$ cat src/verilog/wake_regs_pkg.sv
// Constants and carrier types for the wake-event register bank.
// Assumes the management register logic supplies device/register decode.
package wake_regs_pkg;

    // Indirect management device space location
    localparam logic [4:0]  WAKE_DEVICE_ADDR  = 5'h02;
    localparam logic [15:0] OFF_EVENT_CONTROL = 16'h0010;
    localparam logic [15:0] OFF_ADDR_LOW      = 16'h0011;
    localparam logic [15:0] OFF_ADDR_MID      = 16'h0012;
    localparam logic [15:0] OFF_ADDR_HIGH     = 16'h0013;

    // Reset values
    localparam logic [15:0] RESET_EVENT_CONTROL = 16'h0000;
    localparam logic [15:0] RESET_ADDR_WORD     = 16'h0000;
    localparam logic [15:0] RESET_READ_DATA     = 16'h0000;

    // Event control field positions
    localparam int BIT_LINK_UP      = 0;
    localparam int BIT_LINK_DOWN    = 1;
    localparam int BIT_CUSTOM0      = 2;
    localparam int BIT_CUSTOM1      = 3;
    localparam int BIT_CUSTOM2      = 4;
    localparam int BIT_REMOTE_FRAME = 6;

    // Register access request
    typedef struct packed {
        logic [4:0]  device;
        logic [15:0] reg_addr;
        logic        write;
        logic        read;
        logic [15:0] wdata;
    } reg_req_t;

    // Enables toward the frame-matching logic
    typedef struct packed {
        logic remote_frame;
        logic custom2;
        logic custom1;
        logic custom0;
        logic link_down;
        logic link_up;
    } wake_enable_t;

endpackage

$ cat src/verilog/wake_word_reg.sv
// One 16-bit read/write configuration word.
// Assumes a single-cycle write strobe on the management clock.
`timescale 1ns/100ps
`default_nettype none

module wake_word_reg #(
    parameter logic [15:0] RESET_VALUE = 16'h0000
) (
    // Clock and reset
    input  wire logic        i_clk,
    input  wire logic        i_resetn,
    // Write port
    input  wire logic        i_wr_en,
    input  wire logic [15:0] i_wr_data,
    // Stored word
    output logic      [15:0] o_word
);

    typedef struct packed {
        logic [15:0] word;
    } word_state_t;

    word_state_t state_reg;
    word_state_t state_next;

    always_comb begin
        state_next = state_reg;
        if (i_wr_en) begin
            state_next.word = i_wr_data;
        end
    end

    always_ff @(posedge i_clk) begin
        if (!i_resetn) begin
            state_reg.word <= RESET_VALUE;
        end else begin
            state_reg <= state_next;
        end
    end

    assign o_word = state_reg.word;

endmodule

`default_nettype wire

$ cat src/verilog/wol_event_enable_regs.sv
// Wake event enable and destination address registers.
// Assumes register requests arrive already decoded from the serial management
// interface into the indirect management device space, one per cycle.
`timescale 1ns/100ps
`default_nettype none

module wol_event_enable_regs (
    // Clock and reset
    input  wire logic                        i_clk,
    input  wire logic                        i_resetn,
    // Register access
    input  wire wake_regs_pkg::reg_req_t     i_req,
    output logic                             o_rd_valid,
    output logic      [15:0]                 o_rd_data,
    // Toward frame matching
    output var wake_regs_pkg::wake_enable_t  o_enables,
    output logic      [47:0]                 o_dest_addr
);

    ////////////////////////////////////////////////////////////////////////
    // Decode

    function automatic logic reg_hit(input wake_regs_pkg::reg_req_t req,
                                     input logic [15:0] offset);
        reg_hit = (req.device == wake_regs_pkg::WAKE_DEVICE_ADDR) &&
                  (req.reg_addr == offset);
    endfunction

    logic wr_ctrl;
    logic wr_low;
    logic wr_mid;
    logic wr_high;

    assign wr_ctrl = i_req.write && reg_hit(i_req, wake_regs_pkg::OFF_EVENT_CONTROL);
    assign wr_low  = i_req.write && reg_hit(i_req, wake_regs_pkg::OFF_ADDR_LOW);
    assign wr_mid  = i_req.write && reg_hit(i_req, wake_regs_pkg::OFF_ADDR_MID);
    assign wr_high = i_req.write && reg_hit(i_req, wake_regs_pkg::OFF_ADDR_HIGH);

    ////////////////////////////////////////////////////////////////////////
    // Register words

    logic [15:0] ctrl_word;
    logic [15:0] low_word;
    logic [15:0] mid_word;
    logic [15:0] high_word;

    wake_word_reg #(
        .RESET_VALUE (wake_regs_pkg::RESET_EVENT_CONTROL)
    ) u_ctrl (
        .i_clk     (i_clk),
        .i_resetn  (i_resetn),
        .i_wr_en   (wr_ctrl),
        .i_wr_data (i_req.wdata),
        .o_word    (ctrl_word)
    );

    wake_word_reg #(
        .RESET_VALUE (wake_regs_pkg::RESET_ADDR_WORD)
    ) u_low (
        .i_clk     (i_clk),
        .i_resetn  (i_resetn),
        .i_wr_en   (wr_low),
        .i_wr_data (i_req.wdata),
        .o_word    (low_word)
    );

    wake_word_reg #(
        .RESET_VALUE (wake_regs_pkg::RESET_ADDR_WORD)
    ) u_mid (
        .i_clk     (i_clk),
        .i_resetn  (i_resetn),
        .i_wr_en   (wr_mid),
        .i_wr_data (i_req.wdata),
        .o_word    (mid_word)
    );

    wake_word_reg #(
        .RESET_VALUE (wake_regs_pkg::RESET_ADDR_WORD)
    ) u_high (
        .i_clk     (i_clk),
        .i_resetn  (i_resetn),
        .i_wr_en   (wr_high),
        .i_wr_data (i_req.wdata),
        .o_word    (high_word)
    );

    ////////////////////////////////////////////////////////////////////////
    // Static outputs

    always_comb begin
        o_enables.custom2      = ctrl_word[wake_regs_pkg::BIT_CUSTOM2];
        o_enables.custom1      = ctrl_word[wake_regs_pkg::BIT_CUSTOM1];
        o_enables.custom0      = ctrl_word[wake_regs_pkg::BIT_CUSTOM0];
        o_enables.link_down    = ctrl_word[wake_regs_pkg::BIT_LINK_DOWN];
        o_enables.link_up      = ctrl_word[wake_regs_pkg::BIT_LINK_UP];
        o_enables.remote_frame = ctrl_word[wake_regs_pkg::BIT_REMOTE_FRAME];
    end

    assign o_dest_addr = {high_word, mid_word, low_word};

    ////////////////////////////////////////////////////////////////////////
    // Read path

    typedef struct packed {
        logic        rd_valid;
        logic [15:0] rd_data;
    } read_state_t;

    read_state_t state_reg;
    read_state_t state_next;

    always_comb begin
        state_next          = state_reg;
        state_next.rd_valid = i_req.read;
        if (i_req.read) begin
            if (reg_hit(i_req, wake_regs_pkg::OFF_EVENT_CONTROL)) begin
                state_next.rd_data = ctrl_word;
            end else if (reg_hit(i_req, wake_regs_pkg::OFF_ADDR_LOW)) begin
                state_next.rd_data = low_word;
            end else if (reg_hit(i_req, wake_regs_pkg::OFF_ADDR_MID)) begin
                state_next.rd_data = mid_word;
            end else if (reg_hit(i_req, wake_regs_pkg::OFF_ADDR_HIGH)) begin
                state_next.rd_data = high_word;
            end else begin
                state_next.rd_data = wake_regs_pkg::RESET_READ_DATA;
            end
        end
    end

    always_ff @(posedge i_clk) begin
        if (!i_resetn) begin
            state_reg.rd_valid <= 1'b0;
            state_reg.rd_data  <= wake_regs_pkg::RESET_READ_DATA;
        end else begin
            state_reg <= state_next;
        end
    end

    assign o_rd_valid = state_reg.rd_valid;
    assign o_rd_data  = state_reg.rd_data;

    ////////////////////////////////////////////////////////////////////////
    // Checks

    type2_enable_a: assert property (@(posedge i_clk) disable iff (!i_resetn)
        wr_ctrl |=> o_enables.custom2 == $past(i_req.wdata[4]))
        else $error("custom type 2 enable does not follow bit 4");

    type1_enable_a: assert property (@(posedge i_clk) disable iff (!i_resetn)
        wr_ctrl |=> o_enables.custom1 == $past(i_req.wdata[3]))
        else $error("custom type 1 enable does not follow bit 3");

    type0_enable_a: assert property (@(posedge i_clk) disable iff (!i_resetn)
        wr_ctrl |=> o_enables.custom0 == $past(i_req.wdata[2]))
        else $error("custom type 0 enable does not follow bit 2");

    link_down_a: assert property (@(posedge i_clk) disable iff (!i_resetn)
        wr_ctrl |=> o_enables.link_down == $past(i_req.wdata[1]))
        else $error("link-down enable does not follow bit 1");

    link_up_a: assert property (@(posedge i_clk) disable iff (!i_resetn)
        wr_ctrl |=> o_enables.link_up == $past(i_req.wdata[0]))
        else $error("link-up enable does not follow bit 0");

    addr_low_a: assert property (@(posedge i_clk) disable iff (!i_resetn)
        wr_low |=> o_dest_addr[15:0] == $past(i_req.wdata))
        else $error("low address word not placed at bits 15:0");

    addr_mid_a: assert property (@(posedge i_clk) disable iff (!i_resetn)
        wr_mid |=> o_dest_addr[31:16] == $past(i_req.wdata))
        else $error("middle address word not placed at bits 31:16");

    remote_enable_a: assert property (@(posedge i_clk) disable iff (!i_resetn)
        wr_ctrl |=> o_enables.remote_frame == $past(i_req.wdata[6]))
        else $error("remote-wake enable does not follow bit 6");

    addr_high_a: assert property (@(posedge i_clk) disable iff (!i_resetn)
        wr_high |=> o_dest_addr[47:32] == $past(i_req.wdata))
        else $error("high address word not placed at bits 47:32");

    outputs_hold_a: assert property (@(posedge i_clk) disable iff (!i_resetn)
        !(wr_ctrl || wr_low || wr_mid || wr_high) |=> $stable(o_enables) && $stable(o_dest_addr))
        else $error("outputs changed without a write");

    read_back_a: assert property (@(posedge i_clk) disable iff (!i_resetn)
        wr_low ##1 (i_req.read && reg_hit(i_req, wake_regs_pkg::OFF_ADDR_LOW) && !i_req.write)
        |=> o_rd_valid && o_rd_data == $past(i_req.wdata, 2))
        else $error("low word read-back mismatch");

    ctrl_store_a: assert property (@(posedge i_clk) disable iff (!i_resetn)
        wr_ctrl |=> ctrl_word == $past(i_req.wdata))
        else $error("control word not stored in full");

    rd_pulse_a: assert property (@(posedge i_clk) disable iff (!i_resetn)
        o_rd_valid == $past(i_req.read))
        else $error("read valid is not a one-cycle answer");

    rd_hold_a: assert property (@(posedge i_clk) disable iff (!i_resetn)
        !i_req.read |=> $stable(o_rd_data))
        else $error("read data changed without a read");

    rd_old_low_a: assert property (@(posedge i_clk) disable iff (!i_resetn)
        i_req.read && reg_hit(i_req, wake_regs_pkg::OFF_ADDR_LOW)
        |=> o_rd_data == $past(low_word))
        else $error("low word read does not return the stored word");

    rd_unmapped_a: assert property (@(posedge i_clk) disable iff (!i_resetn)
        i_req.read && (i_req.device != wake_regs_pkg::WAKE_DEVICE_ADDR)
        |=> o_rd_data == wake_regs_pkg::RESET_READ_DATA)
        else $error("read of another device did not return zero");

endmodule

`default_nettype wire
$ cat config.mk
export PLATFORM = sky130hd
export DESIGN_NAME = wol_event_enable_regs
export DESIGN_NICKNAME = d
export VERILOG_FILES = /design/src/verilog/wake_regs_pkg.sv /design/src/verilog/wake_word_reg.sv /design/src/verilog/wol_event_enable_regs.sv
export SDC_FILE = /design/constraint.sdc
export NUM_CORES = 1
export LEC_CHECK = 0
export ABC_AREA = 1
export BUFFER_PORTS_ARGS = -buffer_cell sky130_fd_sc_hd__buf_2
export CORE_ASPECT_RATIO = 1.1
export CORE_UTILIZATION = 36
export CTS_CLUSTER_DIAMETER = 150
export CTS_CLUSTER_SIZE = 20
export DETAILED_ROUTE_END_ITERATION = 10
export PLACE_DENSITY = 0.6
export SLEW_MARGIN = 15
export SYNTH_ARGS = -nofsm -noshare
export SYNTH_HDL_FRONTEND = slang
export SYNTH_HIERARCHICAL = 1
export SYNTH_SLANG_ARGS = --single-unit
$ cat constraint.sdc
create_clock -name i_clk -period 4.3 [get_ports i_clk]
set_input_delay 0.43 -clock i_clk [delete_from_list [all_inputs] [get_ports i_clk]]
set_output_delay 0.43 -clock i_clk [all_outputs]
set_load 0.05 [all_outputs]
==> flow_summary.toml <==
[run_status]
status = "finished, final reports clean"

[synthesis]
synth_fa_ha_area_share_pct = 0
yosys.area.top_type_share_pct = 38.54
synth_top_family_by_area = "simple AND/OR/NAND/NOR gates"
ys_types = 23
synth_compound_area_share_pct = 1.903
yosysWarnings = 6
synthSimpleGateAreaFrac_pct = 44.87
yosys.area.top_type = "dfxtp_1"
async_reset_ff_share_pct = 0
synth_ff_type = "dfxtp_1"
netlist_instances = 614
synth_edf_count = 0
ys_seq_area_share_pct = 38.54
syn-cell-area_um2 = 4208
synth-seq-cells = 81
synth_nets = 655
avgSynthCellArea_um2 = 6.853
synthTopCellsByArea = "dfxtp_1 39%, nand2_1 15%, nand4_1 12%, nor2_1 11%, inv_1 6.4%"
synth_mux_area_share_pct = 0
yosys.area_share.xor_xnor_pct = 0

[critical_path]
worst-path-max-fanout = 37
endpoint_kind = "register"
critical_path_class = "in -> reg"
cp-start-kind = "input port"
crit_arrival_ns = 2.01
required_ns = 4.56

[grt]
grt_max_degree = 67
grtUsageTotal_pct = 21.05
grt_pass1_wl_mm = 19.63
antenna_found_initial = 0
gr-total-overflow = 0
grt_pass1_vias = 3872

[cells_and_area]
area_growth_pct = 19.89
final_cell_area_um2 = 5045
diodes = 0
drive_gt1_share_pct = 23.76
nets = 743
fillers = 1219

[sta]
rsz0062_at_grt = "no"
setup_slack_ns = 2.542
finalCritPeriodShare_pct = 40.87
setup_viol = 0
period_minus_slack_ns = 1.758
final_max_slew_viol_count = 0
final-hold-violation-count = 0
finClkSkew_ns = 0.006398
setup_tns_ns = 0
worstMarginPinSlew_ns = 0.7621
fmax_mhz = 569.0
relSlewSlack_pct = 49.20

[pwr]
total_power_mw = 1.736
power.density_nw_per_um2 = 344.0
p_leak_nw = 2.415
ir_drop_uv = 180.2

[placement]
dpl.hpwl_mm = 8.686
placed_area_um2 = 4673
io_buffers = 111
preCtsSetupSlack_ns = 1.915
routabilityCongestion = 0.9215

[floorplan]
fp.coreArea_um2 = 11440
die_area_um2 = 12130
rows = 41
start_util_pct = 36.78
die_w_um = 105.1
ioPinCount = 112
die_h_um = 115.4

[cts]
clock_path_buffers = 2
clockRootBuffer = "clkbuf_16"
cts_setup_buffers = 0
cts_resized = 0
path_clk_slew_ns = 0.06
clk_latency_ns = 0.33
htree_levels = 3
cts_hold_buf = 0
clkSinkCount = 81
cts_buffers = 9
cts_tree = "yes"

[detailed_routing]
ant_nets = 0
vias = 4231
drtPass1Iterations = 4
drcViolationCount = 0
vias_per_cell = 4.937
wl_per_cell_um = 14.49
drt_iter0_drc = 232
detail_route.wirelength_mm = 12.42

[flow_run]
maxCapViolCount = 0

[worst_hold_path]
hold_path.class = "in -> reg"
## cell families (layout without fill, tap and decap cells)
family | Yosys count | count (layout)
AOI/OAI and AO/OA | 16 | 16
buffers and inverters | 114 | 207
DFF | 81 | 81
and+or+nand+nor | 403 | 403
## cells in the mapped netlist, types with 2 or more instances
master    instances
inv_1            72
nand2_2           2
buf_2             4
clkbuf_1          2
nand4_1          82
nor2_4            8
buf_4            12
a21oi_1          16
clkbuf_2          4
dfxtp_1          81
nor4_1            5
buf_6            18
inv_2             2
nor2_2           13
nand2_1         164
nand3_2           2
nor2_1          121
## path summary, 6_finish.rpt
path                                               startpoint  slack, ns                      endpoint  depth (start not counted)
worst max-delay path                                i_req[26]       2.54     o_rd_data[2]$_SDFFE_PN0P_                          9
worst min-delay path                                 i_req[1]       0.42  u_mid/o_word[1]$_SDFFE_PN0P_                          5
worst max register to register  u_low/o_word[11]$_SDFFE_PN0P_       3.36    o_rd_data[11]$_SDFFE_PN0P_                          4
worst min register to register      o_rd_data[4]$_SDFFE_PN0P_       0.46     o_rd_data[4]$_SDFFE_PN0P_                          2
## cells in the final DEF, fill, tap and decap left out
cell type,synthesis,final
buf_16,0,1
nand2_2,2,2
nand2_4,1,1
nand3b_1,1,1
nor3_1,1,1
bufinv_16,0,3
nor2_8,1,1
nor4_2,0,4
buf_2,4,111
inv_2,2,2
a21oi_1,16,16
inv_1,72,72
clkinv_2,0,1
nand4_1,82,82
clkinvlp_4,0,2
nor4_1,5,1
nand3_4,1,1
nor2_4,8,8
nand3_2,2,2
nor2_1,121,121
dfxtp_1,81,81
clkbuf_16,0,9
buf_4,12,5
clkinv_4,0,1
or2_4,1,1
nand2_1,164,164
nor2_2,13,13
## final cells by class
cell class / instances / area [um2] / area share [%]
Sequential cell: 81 / 1622 / 32.14
Clock buffer: 9 / 225.2 / 4.464
Tap cell: 150 / 187.7 / 3.720
Multi-Input combinational cell: 419 / 1993 / 39.51
Inverter: 74 / 277.8 / 5.506
Clock inverter: 7 / 118.9 / 2.356
Timing Repair Buffer: 117 / 620.6 / 12.30
## metrics by stage
| step | utilization [%] | instances | hold WS (ns) |
|---|---|---|---|
| 2_1_floorplan | - | 614 | 0.4494 |
| 3_3_place_gp | 40.85 | 840 | 0.4551 |
| 3_5_place_dp | 40.85 | 840 | 0.4606 |
| 4_1_cts | 43.86 | 856 | 0.4140 |
| 5_1_grt | 44.10 | 857 | 0.4311 |
| 6_report | 44.10 | 857 | 0.4185 |
## routing by layer
metal / vias up / GRT usage [%] / share of wire [%]
met5: - / 0 / 0
met4: 0 / 7.042 / 2.2
met3: 16 / 5.612 / 6.4
met2: 156 / 38.54 / 51
met1: 1941 / 23.77 / 40
li1: 2118 / - / -
## registers in the layout, summed over array words and instances (netlist names)
signal and flops:
o_rd_data 16, o_rd_valid 1, u_mid/o_word 16, u_high/o_word 16, u_low/o_word 16, u_ctrl/o_word 16
## critical path, stage by stage
cell	delay (ns)
buf_2	0.10
nor2_2	0.12
nand2_1	0.09
nor2_4	0.54
buf_16	0.27
nand4_1	0.11
nand4_1	0.15
nand2_1	0.07
a21oi_1	0.13
## report_power, final
part           switching [mW]  total (mW)  internal, mW
Sequential           0.000112       0.751         0.751
Clock                   0.318       0.885         0.567
Combinational          0.0676      0.0996        0.0320
Total                   0.386        1.74          1.35
Note: power is estimated with default switching activity, not from simulation.
